## config.mk

```make
export PLATFORM = sky130hd
export DESIGN_NAME = tmr_top
export DESIGN_NICKNAME = d
export VERILOG_FILES = /design/src/common/tmr_pkg.sv /design/src/design/tmr_top.sv
export SDC_FILE = /design/constraint.sdc
export NUM_CORES = 1
export LEC_CHECK = 0
export BUFFER_PORTS_ARGS = -buffer_cell sky130_fd_sc_hd__buf_2
export CORE_MARGIN = 5
export CORE_UTILIZATION = 52
export DETAILED_ROUTE_END_ITERATION = 16
export PLACE_DENSITY = 0.74
export SLEW_MARGIN = 20
export SYNTH_ARGS = -nofsm -noshare
export SYNTH_HDL_FRONTEND = slang
export SYNTH_SLANG_ARGS = --single-unit
```

## constraint.sdc

```tcl
create_clock -name core_clk -period 3.25 [get_ports core_clk]
set_clock_uncertainty 0.05 [all_clocks]
set_input_delay 0.1625 -clock core_clk [delete_from_list [all_inputs] [get_ports core_clk]]
set_output_delay 0.1625 -clock core_clk [all_outputs]
set_load 0.02 [all_outputs]
```

## src/common/tmr_pkg.sv

```systemverilog
// package for the 8-bit single compare timer: register map, fields, modes
// assumes an axi4-lite master with 32-bit data and one clock domain
package tmr_pkg;
  localparam int ADDR_W = 8;
  localparam logic [ADDR_W-1:0] OFS_CTRL = 8'h00;
  localparam logic [ADDR_W-1:0] OFS_COUNT = 8'h04;
  localparam logic [ADDR_W-1:0] OFS_COMPARE = 8'h08;
  localparam logic [ADDR_W-1:0] OFS_FLAG = 8'h0c;
  localparam logic [ADDR_W-1:0] OFS_MASK = 8'h10;
  localparam logic [ADDR_W-1:0] OFS_PORT = 8'h14;
  // control register fields
  localparam int CS_LSB = 0;
  localparam int WM_LSB = 3;
  localparam int OM_LSB = 5;
  localparam int FOC_BIT = 7;
  // flag and mask fields
  localparam int OVF_BIT = 0;
  localparam int CMP_BIT = 1;
  // port register fields
  localparam int PORT_VAL_BIT = 0;
  localparam int PORT_DIR_BIT = 1;
  localparam int GIE_BIT = 2;
  localparam int ACK_OVF_BIT = 3;
  localparam int ACK_CMP_BIT = 4;
  localparam logic [7:0] CNT_BOTTOM = 8'h00;
  localparam logic [7:0] CNT_MAX = 8'hff;
  localparam logic [2:0] CS_STOP = 3'h0;
  localparam logic [2:0] CS_DIV1 = 3'h1;
  localparam logic [2:0] CS_DIV8 = 3'h2;
  localparam logic [2:0] CS_DIV64 = 3'h3;
  localparam logic [2:0] CS_DIV256 = 3'h4;
  localparam logic [2:0] CS_DIV1024 = 3'h5;
  localparam logic [2:0] CS_EXT_FALL = 3'h6;
  localparam logic [2:0] CS_EXT_RISE = 3'h7;
  localparam logic [9:0] PRE_MASK8 = 10'h007;
  localparam logic [9:0] PRE_MASK64 = 10'h03f;
  localparam logic [9:0] PRE_MASK256 = 10'h0ff;
  localparam logic [9:0] PRE_MASK1024 = 10'h3ff;
  localparam logic [1:0] WM_NORMAL = 2'h0;
  localparam logic [1:0] WM_PC_PWM = 2'h1;
  localparam logic [1:0] WM_CTC = 2'h2;
  localparam logic [1:0] WM_FAST_PWM = 2'h3;
  localparam logic [1:0] OM_NONE = 2'h0;
  localparam logic [1:0] OM_TOGGLE = 2'h1;
  localparam logic [1:0] OM_CLEAR = 2'h2;
  localparam logic [1:0] OM_SET = 2'h3;
  localparam logic [1:0] RESP_OKAY = 2'h0;
  localparam logic [1:0] RESP_SLVERR = 2'h2;
  typedef enum logic [1:0] {TMR_UP, TMR_DOWN} tmr_dir_t;
endpackage : tmr_pkg

```

## src/design/tmr_top.sv

```systemverilog
// 8-bit timer/counter with one compare channel behind an axi4-lite slave
// assumes one clock, synchronous active-low reset, inputs synchronous to core_clk
//
// Local design decisions: register access over AXI4-Lite and the address map.
module tmr_top (
  input wire logic core_clk,
  input wire logic nrst,
  input wire logic [tmr_pkg::ADDR_W-1:0] s_axi_awaddr,
  input wire logic [2:0] s_axi_awprot,
  input wire logic s_axi_awvalid,
  output logic s_axi_awready,
  input wire logic [31:0] s_axi_wdata,
  input wire logic [3:0] s_axi_wstrb,
  input wire logic s_axi_wvalid,
  output logic s_axi_wready,
  output logic [1:0] s_axi_bresp,
  output logic s_axi_bvalid,
  input wire logic s_axi_bready,
  input wire logic [tmr_pkg::ADDR_W-1:0] s_axi_araddr,
  input wire logic [2:0] s_axi_arprot,
  input wire logic s_axi_arvalid,
  output logic s_axi_arready,
  output logic [31:0] s_axi_rdata,
  output logic [1:0] s_axi_rresp,
  output logic s_axi_rvalid,
  input wire logic s_axi_rready,
  input wire logic ext_count_pin,
  input wire logic ovf_irq_ack,
  input wire logic cmp_irq_ack,
  output logic ovf_irq,
  output logic cmp_irq,
  output logic wave_pin_out,
  output logic wave_pin_oe_n
);
  import tmr_pkg::*;

  logic [7:0] count_value_r, count_value_nxt;
  logic [7:0] compare_value_r, compare_value_nxt;
  logic [7:0] compare_buf_r, compare_buf_nxt;
  logic [2:0] clock_select_r;
  logic [1:0] wave_mode_r;
  logic [1:0] output_mode_r;
  logic [1:0] irq_flag_r, irq_flag_nxt;
  logic [1:0] irq_mask_r;
  logic port_val_r, wave_pin_direction_r, gie_r;
  logic wave_out_r, wave_out_nxt;
  tmr_dir_t dir_r, dir_nxt;
  logic [9:0] pre_r;
  logic ext_q_r;
  logic block_r, block_nxt;
  logic aw_held_r, w_held_r;
  logic [ADDR_W-1:0] aw_addr_r;
  logic [31:0] w_data_r;
  logic [3:0] w_strb_r;

  // register write path: address and data may arrive in either order
  wire aw_take = s_axi_awvalid && s_axi_awready;
  wire w_take = s_axi_wvalid && s_axi_wready;
  assign s_axi_awready = !aw_held_r && !s_axi_bvalid;
  assign s_axi_wready = !w_held_r && !s_axi_bvalid;
  wire aw_have = aw_held_r || aw_take;
  wire w_have = w_held_r || w_take;
  wire wr_go = aw_have && w_have && !s_axi_bvalid;
  wire [ADDR_W-1:0] wr_addr = aw_held_r ? aw_addr_r : s_axi_awaddr;
  wire [31:0] wr_data = w_held_r ? w_data_r : s_axi_wdata;
  wire [3:0] wr_strb = w_held_r ? w_strb_r : s_axi_wstrb;
  wire wr_b0 = wr_go && wr_strb[0];
  wire [7:0] wd = wr_data[7:0];
  wire wr_ctrl = wr_b0 && (wr_addr == OFS_CTRL);
  wire wr_count = wr_b0 && (wr_addr == OFS_COUNT);
  wire wr_compare = wr_b0 && (wr_addr == OFS_COMPARE);
  wire wr_flag = wr_b0 && (wr_addr == OFS_FLAG);
  wire wr_mask = wr_b0 && (wr_addr == OFS_MASK);
  wire wr_port = wr_b0 && (wr_addr == OFS_PORT);
  wire wr_known = (wr_addr == OFS_CTRL) || (wr_addr == OFS_COUNT) || (wr_addr == OFS_COMPARE) ||
                  (wr_addr == OFS_FLAG) || (wr_addr == OFS_MASK) || (wr_addr == OFS_PORT);

  // tick generation: prescaler or external pin edge
  wire ext_rise = ext_count_pin && !ext_q_r;
  wire ext_fall = !ext_count_pin && ext_q_r;
  logic timer_tick;
  always_comb begin
    case (clock_select_r)
      CS_STOP: timer_tick = 1'b0;
      CS_DIV1: timer_tick = 1'b1;
      CS_DIV8: timer_tick = (pre_r & PRE_MASK8) == PRE_MASK8;
      CS_DIV64: timer_tick = (pre_r & PRE_MASK64) == PRE_MASK64;
      CS_DIV256: timer_tick = (pre_r & PRE_MASK256) == PRE_MASK256;
      CS_EXT_FALL: timer_tick = ext_fall;
      CS_EXT_RISE: timer_tick = ext_rise;
      CS_DIV1024: timer_tick = (pre_r & PRE_MASK1024) == PRE_MASK1024;
      default: timer_tick = 1'b0;
    endcase
  end

  // counter decode
  wire pwm_mode = (wave_mode_r == WM_PC_PWM) || (wave_mode_r == WM_FAST_PWM);
  wire at_bottom = count_value_r == CNT_BOTTOM;
  wire at_max = count_value_r == CNT_MAX;
  wire match_raw = count_value_r == compare_value_r;
  wire match = match_raw && !block_r;
  wire do_match = timer_tick && match;
  wire fast_bottom = timer_tick && (wave_mode_r == WM_FAST_PWM) && at_max && output_mode_r[1];
  // force is ignored while a pwm mode runs; its action comes from the same write
  wire ctrl_force = wr_ctrl && wd[FOC_BIT] && !pwm_mode;

  function automatic logic wave_action(input logic [1:0] mode, input logic cur);
    case (mode)
      OM_TOGGLE: wave_action = !cur;
      OM_CLEAR: wave_action = 1'b0;
      OM_SET: wave_action = 1'b1;
      default: wave_action = cur;
    endcase
  endfunction : wave_action

  // counter, direction, overflow and double buffer update
  logic ovf_set;
  logic reload;
  always_comb begin
    count_value_nxt = count_value_r;
    dir_nxt = dir_r;
    ovf_set = 1'b0;
    reload = 1'b0;
    if (timer_tick) begin
      case (wave_mode_r)
        WM_NORMAL: begin
          count_value_nxt = count_value_r + 8'h01;
          ovf_set = at_max;
        end
        WM_CTC: begin
          // a blocked match must not clear the count either
          count_value_nxt = match ? CNT_BOTTOM : count_value_r + 8'h01;
          ovf_set = at_max;
        end
        WM_FAST_PWM: begin
          count_value_nxt = at_max ? CNT_BOTTOM : count_value_r + 8'h01;
          ovf_set = at_max;
          reload = at_max;
        end
        WM_PC_PWM: begin
          if (dir_r == TMR_UP) begin
            count_value_nxt = at_max ? count_value_r - 8'h01 : count_value_r + 8'h01;
            dir_nxt = at_max ? TMR_DOWN : TMR_UP;
            reload = at_max;
          end else begin
            count_value_nxt = at_bottom ? count_value_r + 8'h01 : count_value_r - 8'h01;
            dir_nxt = at_bottom ? TMR_UP : TMR_DOWN;
            ovf_set = at_bottom;
          end
        end
        default: count_value_nxt = count_value_r;
      endcase
    end
    if (wr_count) begin
      count_value_nxt = wd;
    end
  end

  // compare register and buffer
  always_comb begin
    compare_value_nxt = compare_value_r;
    compare_buf_nxt = compare_buf_r;
    if (wr_compare) begin
      if (pwm_mode) begin
        compare_buf_nxt = wd;
      end else begin
        compare_value_nxt = wd;
        compare_buf_nxt = wd;
      end
    end
    if (pwm_mode && reload) begin
      compare_value_nxt = compare_buf_r;
    end
  end

  // wave output: matches, fast pwm bottom action and force
  logic [1:0] pwm_match_mode;
  always_comb begin
    wave_out_nxt = wave_out_r;
    pwm_match_mode = output_mode_r;
    if (wave_mode_r == WM_PC_PWM && dir_r == TMR_DOWN && output_mode_r[1]) begin
      pwm_match_mode = output_mode_r ^ 2'h1;
    end
    if (do_match) begin
      wave_out_nxt = wave_action(pwm_match_mode, wave_out_r);
    end else if (fast_bottom) begin
      wave_out_nxt = !output_mode_r[0];
    end
    if (ctrl_force) begin
      wave_out_nxt = wave_action(wd[OM_LSB +: 2], wave_out_r);
    end
  end

  // flags: hardware set wins over clear
  always_comb begin
    irq_flag_nxt = irq_flag_r;
    if (wr_flag) begin
      irq_flag_nxt = irq_flag_r & ~wd[1:0];
    end
    if (ovf_irq_ack) begin
      irq_flag_nxt[OVF_BIT] = 1'b0;
    end
    if (cmp_irq_ack) begin
      irq_flag_nxt[CMP_BIT] = 1'b0;
    end
    if (ovf_set) begin
      irq_flag_nxt[OVF_BIT] = 1'b1;
    end
    if (do_match) begin
      irq_flag_nxt[CMP_BIT] = 1'b1;
    end
  end

  // a count write blocks matches until the next tick has passed
  always_comb begin
    block_nxt = block_r;
    if (timer_tick) begin
      block_nxt = 1'b0;
    end
    if (wr_count) begin
      block_nxt = 1'b1;
    end
  end

  always_ff @(posedge core_clk) begin
    if (!nrst) begin
      count_value_r <= CNT_BOTTOM;
      compare_value_r <= CNT_BOTTOM;
      compare_buf_r <= CNT_BOTTOM;
      dir_r <= TMR_UP;
      irq_flag_r <= 2'h0;
      wave_out_r <= 1'b0;
      block_r <= 1'b0;
      pre_r <= 10'h000;
      ext_q_r <= 1'b0;
    end else begin
      count_value_r <= count_value_nxt;
      compare_value_r <= compare_value_nxt;
      compare_buf_r <= compare_buf_nxt;
      dir_r <= dir_nxt;
      irq_flag_r <= irq_flag_nxt;
      wave_out_r <= wave_out_nxt;
      block_r <= block_nxt;
      pre_r <= pre_r + 10'h001;
      ext_q_r <= ext_count_pin;
    end
  end

  always_ff @(posedge core_clk) begin
    if (!nrst) begin
      clock_select_r <= CS_STOP;
      wave_mode_r <= WM_NORMAL;
      output_mode_r <= OM_NONE;
      irq_mask_r <= 2'h0;
      port_val_r <= 1'b0;
      wave_pin_direction_r <= 1'b0;
      gie_r <= 1'b0;
    end else begin
      if (wr_ctrl) begin
        clock_select_r <= wd[CS_LSB +: 3];
        wave_mode_r <= wd[WM_LSB +: 2];
        output_mode_r <= wd[OM_LSB +: 2];
      end
      if (wr_mask) begin
        irq_mask_r <= wd[1:0];
      end
      if (wr_port) begin
        port_val_r <= wd[PORT_VAL_BIT];
        wave_pin_direction_r <= wd[PORT_DIR_BIT];
        gie_r <= wd[GIE_BIT];
      end
    end
  end

  // interrupts and pin
  assign ovf_irq = irq_flag_r[OVF_BIT] && irq_mask_r[OVF_BIT] && gie_r;
  assign cmp_irq = irq_flag_r[CMP_BIT] && irq_mask_r[CMP_BIT] && gie_r;
  assign wave_pin_out = (output_mode_r != OM_NONE) ? wave_out_r : port_val_r;
  assign wave_pin_oe_n = !wave_pin_direction_r;

  // write channel holding and response
  always_ff @(posedge core_clk) begin
    if (!nrst) begin
      aw_held_r <= 1'b0;
      w_held_r <= 1'b0;
      aw_addr_r <= '0;
      w_data_r <= 32'h0000_0000;
      w_strb_r <= 4'h0;
      s_axi_bvalid <= 1'b0;
      s_axi_bresp <= RESP_OKAY;
    end else begin
      if (wr_go) begin
        aw_held_r <= 1'b0;
        w_held_r <= 1'b0;
        s_axi_bvalid <= 1'b1;
        s_axi_bresp <= wr_known ? RESP_OKAY : RESP_SLVERR;
      end else begin
        if (aw_take) begin
          aw_held_r <= 1'b1;
          aw_addr_r <= s_axi_awaddr;
        end
        if (w_take) begin
          w_held_r <= 1'b1;
          w_data_r <= s_axi_wdata;
          w_strb_r <= s_axi_wstrb;
        end
        if (s_axi_bvalid && s_axi_bready) begin
          s_axi_bvalid <= 1'b0;
        end
      end
    end
  end

  // read channel
  assign s_axi_arready = !s_axi_rvalid;
  wire ar_take = s_axi_arvalid && s_axi_arready;
  logic [31:0] rd_val;
  logic rd_ok;
  always_comb begin
    rd_val = 32'h0000_0000;
    rd_ok = 1'b1;
    case (s_axi_araddr)
      OFS_CTRL: rd_val[7:0] = {1'b0, output_mode_r, wave_mode_r, clock_select_r};
      OFS_COUNT: rd_val[7:0] = count_value_r;
      OFS_COMPARE: rd_val[7:0] = pwm_mode ? compare_buf_r : compare_value_r;
      OFS_FLAG: rd_val[1:0] = irq_flag_r;
      OFS_MASK: rd_val[1:0] = irq_mask_r;
      OFS_PORT: rd_val[5:0] = {wave_out_r, 2'h0, gie_r, wave_pin_direction_r, port_val_r};
      default: rd_ok = 1'b0;
    endcase
  end

  always_ff @(posedge core_clk) begin
    if (!nrst) begin
      s_axi_rvalid <= 1'b0;
      s_axi_rdata <= 32'h0000_0000;
      s_axi_rresp <= RESP_OKAY;
    end else if (ar_take) begin
      s_axi_rvalid <= 1'b1;
      s_axi_rdata <= rd_val;
      s_axi_rresp <= rd_ok ? RESP_OKAY : RESP_SLVERR;
    end else if (s_axi_rvalid && s_axi_rready) begin
      s_axi_rvalid <= 1'b0;
    end
  end
endmodule : tmr_top
```

==> results of run 1 <==
## per-stage QoR
step | worst slack [ns] | hold WS (ns)
final | 0.652 | 0.0139
after global routing | 0.360 | 0.00545
after CTS | 0.670 | 0.00244
after detailed placement | 0.706 | 0.314
after global placement | 0.721 | 0.303
after floorplan | 1.11 | 0.212
## registers in the layout, indices dropped and copies added, names as in the netlist, 2 cells and up
signal and cells:
pre_r 10, aw_addr_r 8, compare_buf_r 8, compare_value_r 8
count_value_r 8, s_axi_rdata 8, w_data_r 8, clock_select_r 3
irq_flag_r 2, irq_mask_r 2, output_mode_r 2, wave_mode_r 2
## power by group
| part | switching [mW] | internal (mW) | leakage (nW) |
|---|---|---|---|
| clock network | 0.382 | 0.324 | 0.0892 |
| registers | 0.0380 | 1.04 | 0.673 |
| logic | 0.177 | 0.106 | 1.39 |
| total | 0.598 | 1.47 | 2.15 |
## cell type report
class	count	area, sq um
timing repair buffer	62	358
sequential	83	1660
fill	801	3630
multi-input combinational	436	2770
clock buffer	12	155
clock inverter	4	32.5
tap	108	135
inverter	15	56.3
## path summary, 6_finish.rpt
path,startpoint,to,slack (ns),depth (start not counted)
hold / removal,s_axi_wdata[1],w_data_r[1]$_SDFFE_PN0P_,0.01,3
hold reg to reg,block_r$_SDFFE_PN0P_,block_r$_SDFFE_PN0P_,0.42,2
setup / recovery,count_value_r[1]$_SDFFE_PN0P_,count_value_r[7]$_SDFFE_PN0P_,0.65,8
setup reg to reg,count_value_r[1]$_SDFFE_PN0P_,count_value_r[7]$_SDFFE_PN0P_,0.65,8
## per-layer routing
| metal | vias up | track usage |
|---|---|---|
| met5 | - | 0 |
| met4 | 0 | 0.0609 |
| met3 | 11 | 0.0440 |
| met2 | 145 | 0.349 |
| met1 | 2047 | 0.272 |
| li1 | 2072 | - |
## worst reg2reg max path, cell delays in order, from the launching register on
cell and delay [ns]:
sky130_fd_sc_hd__dfxtp_1 0.41, sky130_fd_sc_hd__inv_1 0.11, sky130_fd_sc_hd__ha_1 0.21, sky130_fd_sc_hd__or4b_1 0.54, sky130_fd_sc_hd__nor2_2 0.21, sky130_fd_sc_hd__a2bb2oi_2 0.28
sky130_fd_sc_hd__nand2_1 0.18, sky130_fd_sc_hd__o32ai_1 0.33, sky130_fd_sc_hd__o221a_1 0.22
## cell usage after synthesis, drive strengths merged (3+ instances only)
master / count
xnor2: 4
a21oi: 22
o211ai: 4
nor4: 4
buf: 36
nor2: 81
nand4: 7
dfxtp: 83
mux2: 14
nor2b: 4
o21ai: 26
a211oi: 5
nor3b: 4
nand2: 34
a222oi: 3
inv: 15
ha: 5
a31oi: 8
or3: 10
nand3: 22
mux2i: 45
nor4b: 5
and3: 8
a32oi: 3
clkbuf: 20
nor3: 11
a311oi: 3
nand3b: 5
and2: 7
nand2b: 4
o22ai: 4
o32ai: 5
xor2: 15
a22oi: 9
## logic make-up after synthesis
family          count (synthesis)  synth area share
buf+inv                        71            0.0803
other cells                     1          0.000794
xor+xnor                       19            0.0353
mux                            59             0.129
simple gates                  212             0.223
fa+ha+maj                       5            0.0133
compound gates                115             0.167
flops                          83             0.352
==> results.md, run 1 <==
Timing:
- The total count of hold-check failures in the final report is 0.
- The time the worst path needs with I/O delays and setup is ~2.6 ns.
- Of the available clock period, the critical path in the final layout requires 0.800.
- For the pin with the worst max-slew slack, the measured transition is between 0.9 and 1 ns.
- The maximum frequency from static timing analysis is 385 MHz.
- Setup violations remaining at the end of the flow were counted as 0.
- For the final routed database, the setup TNS stands at 0 ns.
- The final max-slew violation count is 0.
- The relative slew slack is 0.361.
- Setup repair after global routing left no endpoint under its margin.

Outcome:
- The run finished with clean final reports.

Yosys:
- In this run, synthesis produced a sequential element count of 83.
- Counting flops with a built-in enable in the synthesized netlist gives 0.
- The number of instances in the synthesized netlist is 565.
- The netlist area before placement is 0.00472 sq mm.
- The distinct cell type count after synthesis is 66.
- The proportion of register bits with asynchronous set or reset after synthesis is 0.
- For this run, the leading register cell type out of synthesis is sky130_fd_sc_hd__dfxtp_1.
- A synthesized cell averages 8.36 sq um.
- sky130_fd_sc_hd__dfxtp_1 takes more of the synthesized area than any other cell.
- Of the post-synthesis cell area, the dominant cell type holds 0.352.
- The sequential share of the synthesized area is 0.352.
- During synthesis, Yosys emitted a total of 0 warnings.
- After synthesis, the cell types taking the most area are sky130_fd_sc_hd__dfxtp_1 35%, sky130_fd_sc_hd__mux2i_1 9.5%, sky130_fd_sc_hd__nor2_1 6.3%.

Final layout:
- Leaving out fill and tap cells, the most frequent cell in the layout is sky130_fd_sc_hd__dfxtp_1.
- The post-layout instance area is 0.00517 sq mm.
- The area growth from synthesis to layout is 9.57%.
- The top cell types in the final layout, fill and taps aside, are 83 x sky130_fd_sc_hd__dfxtp_1, 79 x sky130_fd_sc_hd__nor2_1, 53 x sky130_fd_sc_hd__buf_2, 45 x sky130_fd_sc_hd__mux2i_1, 34 x sky130_fd_sc_hd__nand2_1.
- The post-layout net count is 680.
- Of the cells placed in the final design, the portion with a size suffix greater than 1 is 0.157.
- After the flow finishes, the layout carries non-filler instances totaling 720.
- The repair_antennas step left the layout with diodes totalling 0.
- Once layout is complete, the utilization of the core stands at 0.587.

Detailed routing:
- The via density per instance is 5.94.
- For this run, the detailed router's first-pass iteration total came to 5.
- The number of remaining DRC errors is 0.
- The post-detailed-route wirelength per cell is 16.4 um.
- The remaining number of nets flagged by the antenna check after routing is 0.
- The routed length on met3 is 680 um.
- The routed layout has 4,275 vias.
- In the detailed route, the total length drawn on met2 is 5800 um.
- The top layer reached by signal wires is met4.
- In this run, the number of DRC markers left after iteration 0 of detailed routing was 229.
- The met1 wire length is ~5200 um.
- The final wirelength is 11,800 um.

Floorplanning:
- The effective utilization at floorplan is 0.536.
- The floorplan die height is 105 um.
- The number of top-level design ports is 113.
- In this run the standard cell core region covers 0.00881 sq mm.
- The initialized floorplan defines 34 standard-cell rows.
- The floorplan step defined a die boundary enclosing 0.0111 sq mm.
- Measured along the x axis, the die boundary spans between 100 and 150 um.

Clock network:
- The clock latency on the worst-skew pair is 0.36 ns.
- In this run, post-CTS repair resized a total of 0 instances.
- The worst-case clock buffer depth is 2.
- In this run the post-CTS setup repair buffer count came out at 0.
- The clock buffer count from CTS is 9.
- The number of hold-repair buffers added at the cts stage is 4.
- The cell chosen for the clock root is sky130_fd_sc_hd__clkbuf_8.
- After clock tree synthesis, the clock-pin slew on the worst setup and hold paths is approximately 0.09 ns.
- The clock tree from TritonCTS is built.
- Counting every sink on the clock net gives 83.
- The clock tree synthesis step divided the H-tree into 3 levels.

Critical path:
- The combined buffer and inverter count along the critical path is 1.
- STA classifies the critical path startpoint as a flip-flop.
- The cell family with the largest share of critical-path delay is simple AND/OR/NAND/NOR gates.
- STA classifies the critical path endpoint as a flip-flop.
- Of all nets on the critical path, the largest fanout is 8.
- Traced cell by cell, the critical path runs through inv_1 > ha_1 > or4b_1 > nor2_2 > a2bb2oi_2 > nand2_1 > o32ai_1 > o221a_1.
- At the worst endpoint, the required time is 3.50 ns.
- At the worst endpoint, the arrival time is 2.85 ns.
- The slowest cell on the critical path is sky130_fd_sc_hd__or4b_1.
- For this run, the slowest stage of the critical path takes 0.54 ns.
- By startpoint and endpoint, the worst setup path is classified as reg2reg.

Global route:
- The via count of the first global-routing pass is 3,862.
- In the global route stage, overall resource usage came out at 0.209.
- The global-route wire length before repair is 19,000 um.
- The pin count of the biggest net entering global routing is 35.
- The initial antenna violation count was 0.
- The remaining global-route overflow is 0.

Placed design:
- In this run, placement finished with an instance count of 699.
- The post-placement cell area is 0.00493 sq mm.
- The port buffer count is between 50 and 60.
- The HPWL after detailed placement is around 8600 um.
- The routability congestion estimate is 0.881.

Power:
- The power consumption is 2.07 mW.
- In this run the power density over the cells is 401 mW/mm^2.
- Across the VDD grid, the largest voltage drop is 0.000244 V.
- In this run the static leakage power is ~2.1 nW.

Run:
- Max-cap violations in this run came to 0.

Hold path:
- The type of the tightest min-delay check is in2reg.
No activity file was read; power rests on OpenSTA's default activity.
==> inputs of run 2 (changes only) <==
clock period = 2.4 ns   (was 3.25 ns; I/O delays follow)
==> results.md, run 2 (synthesized netlist as in run 1, its figures left out) <==
Outcome:
- The run finished with clean final reports.

Placed design:
- The worst slack at placement was 0.0694 ns (-0.637 ns).
- The routability congestion estimate came to 0.841 (-4.6%).
- The port buffer count is 53 (unchanged).
- The post-placement cell area came to 0.00509 sq mm (+3.2%).
- The HPWL after detailed placement was 9090 um (+5.9%).

Global route:
- The via count of the first global-routing pass is 4,256 (+10%).
- The global-route usage over all layers is 0.226 (+0.0174).
- The remaining global-route overflow is 0 (unchanged).
- The initial antenna violation count is 0 (unchanged).
- The pin count of the biggest net entering global routing was 38 (+8.6%).
- The global-route wire length before repair is 20,700 um (+8.8%).

Final layout:
- The combined area of the multi-input logic cells is 0.00280 sq mm (+1.0%).
- The commonest non-fill, non-tap cell in the layout is sky130_fd_sc_hd__dfxtp_1.
- The layout cell share with drive strength beyond 1 was 0.190 (+0.0333).
- The number of diodes was 0 (unchanged).
- The register with the most flip-flops is pre_r.
- The post-layout net count is 720 (+5.9%).
- The register area came to 0.00166 sq mm (unchanged).
- The core occupancy in the finished layout was 0.626 (+0.0388).
- The number of flip-flops in the largest register is 10 (unchanged).
- The number of filler instances in the final layout is 772 (-3.6%).
- Relative to the synthesized area, the layout overhead comes to 16.8%.
- Leaving out fill and tap cells, the most frequent cells in the layout are 83 x sky130_fd_sc_hd__dfxtp_1, 79 x sky130_fd_sc_hd__nor2_1, 53 x sky130_fd_sc_hd__buf_2, 45 x sky130_fd_sc_hd__mux2i_1, 34 x sky130_fd_sc_hd__nand2_1.
- The post-layout instance area is 0.00551 sq mm (+6.6%).

Critical path:
- STA classifies the critical path startpoint as a flip-flop.
- The worst path arrival time came to 2.53 ns (-0.32 ns).
- The cell family with the largest share of critical-path delay is compound AO/OA/AOI/OAI gates.
- The highest net fanout along the worst path is 9 (+1).
- The worst path required time came to 2.66 ns (-0.84 ns).
- The internal reg-to-reg setup slack is 0.12 ns (-0.53 ns).
- Traced cell by cell, the critical path runs through ha_1 > and4_1 > a21oi_1 > o311a_4 > buf_4 > a2111oi_0 > o221a_2.
- STA classifies the critical path endpoint as a flip-flop.
- The maximum cell stage delay along the critical path was 0.43 ns (-0.11 ns).
- The combined buffer and inverter count along the critical path was 1 (unchanged).
- The slowest stage of the critical path is the sky130_fd_sc_hd__o311a_4 cell.
- The critical path is of the reg2reg type.

Power:
- The proportion of power drawn by combinational gates is 0.157 (+0.020).
- The switching power is 0.873 mW (+46%).
- The power per cell area came to 519 mW/mm^2 (+29%).
- The worst voltage drop across the vdd grid is 0.000477 V (+96%).
- The part of the total power dissipated in sequential elements was 0.510 (-0.012).
- The total internal power was 1.99 mW (+35%).
- The clock power share is 0.333 (-0.008).
- The static power due to leakage was 2.33 nW (+8.6%).
- The switching part of the total power was 0.306 (+0.0171).

Floorplanning:
- The effective utilization at floorplan is 0.536 (unchanged).
- The width of the die was 105 um (unchanged).
- The number of top-level design ports came to 113 (unchanged).
- The floorplan die height came to 105 um (unchanged).
- The area of the die is 0.0111 sq mm (unchanged).
- The site row count is 34 (unchanged).
- The core outline area is 0.00881 sq mm (unchanged).

Timing:
- The total count of hold-check failures in the final report was 0 (unchanged).
- The relative slew slack is 0.567 (+0.206).
- The final max-slew violation count came to 0 (unchanged).
- The post-route fraction of the period consumed by the critical path is 0.948 (+0.148).
- The measured slew at the worst slew-check pin came to 0.640 ns (-0.319 ns).
- The final hold slack is 0.00955 ns (-0.00434 ns).
- The final count of negative-setup-slack endpoints is 0 (unchanged).
- The time the worst path needs with I/O delays and setup is 2.28 ns (-0.323 ns).
- The maximum frequency from static timing analysis was 440 MHz (+14%).
- The worst setup margin is 0.125 ns (-0.527 ns).

Clock network:
- The clock buffer count from CTS is 9 (unchanged).
- The clock latency on the worst-skew pair is 0.36 ns (about the same).
- The cell chosen for the clock root is sky130_fd_sc_hd__clkbuf_8.
- The clock tree from TritonCTS is built.
- The worst-case clock buffer depth was 2 (unchanged).
- The CTS clock-pin slew for the worst setup and hold paths is 0.09 ns (about the same).
- The number of levels in the clock H-tree came to 3 (unchanged).
- The number of sinks driven by the clock tree came to 83 (unchanged).

Detailed routing:
- The post-detailed-route wirelength per cell is 16.4 um (+0.36%).
- The final wirelength is 12,500 um (+5.9%).
- The remaining number of nets flagged by the antenna check after routing is 0 (unchanged).
- The routed via count is 4,392 (+2.7%).
- The number of remaining DRC errors is 0 (unchanged).
- The via density per instance was 5.78 (-2.7%).
- The DRC marker count from the first detailed-route iteration is 303 (+32%).
- The number of detailed-routing iterations run before antenna repair is 5 (unchanged).

Hold path:
- The type of the tightest min-delay check is in2reg.

Run:
- The max capacitance violation total came to 0 (unchanged).
[run 2: path summary, 6_finish.rpt]
check / start / endpoint / depth (start not counted)
max: pre_r[1]$_SDFF_PN0_ / count_value_r[4]$_SDFFE_PN0P_ / 7
min: s_axi_awvalid / aw_held_r$_SDFFE_PP0P_ / 3
max reg2reg: pre_r[1]$_SDFF_PN0_ / count_value_r[4]$_SDFFE_PN0P_ / 7
min reg2reg: wave_out_r$_SDFFE_PN0P_ / wave_out_r$_SDFFE_PN0P_ / 2
[run 2: timing repair]
item,CTS,global route
hold buffers,19,0
endpoints found under the hold margin,18,0
setup buffers,0,3
endpoints found under the setup margin,0,15
resized for setup,0,4
[run 2: cell type report]
cell class                 instances  share of cell area
clock inverter                     6             0.00908
clock buffer                      10              0.0231
inverter                          15              0.0102
timing repair buffer             102               0.123
sequential                        83               0.301
multi-input combinational        436               0.508
tap                              108              0.0245
[run 2: metrics by stage]
stage                     instances  setup TNS [ns]  power, mW
after floorplan                 590               0       1.78
after global placement          722               0       1.89
after detailed placement        722               0       1.90
after CTS                       757               0       2.85
after global routing            760         -0.0140       2.98
final                           760               0       2.86
[run 2: worst min-delay path, delay by kind of cell]
family / cells / cell delay (ns)
buffers and inverters: 1 / 0.11
AND/OR/NAND/NOR: 1 / 0.09
AO/OA/AOI/OAI: 1 / 0.07
[run 2: power groups by stage]
stage	clock [mW]	combinational, mW	sequential (mW)
2_1_floorplan	0	0.304	1.48
3_3_place_gp	0	0.401	1.49
5_1_grt	1.02	0.487	1.47
4_1_cts	0.957	0.438	1.46
3_5_place_dp	0	0.411	1.49
6_report	0.953	0.448	1.46
[run 2: layer usage]
metal / track usage / up-vias / wire length (um)
li1: - / 2153 / -
met1: 0.295 / 2092 / 5400
met2: 0.391 / 132 / 6200
met3: 0.0263 / 15 / 723
met4: 0.0694 / 0 / 170
met5: 0 / - / 0
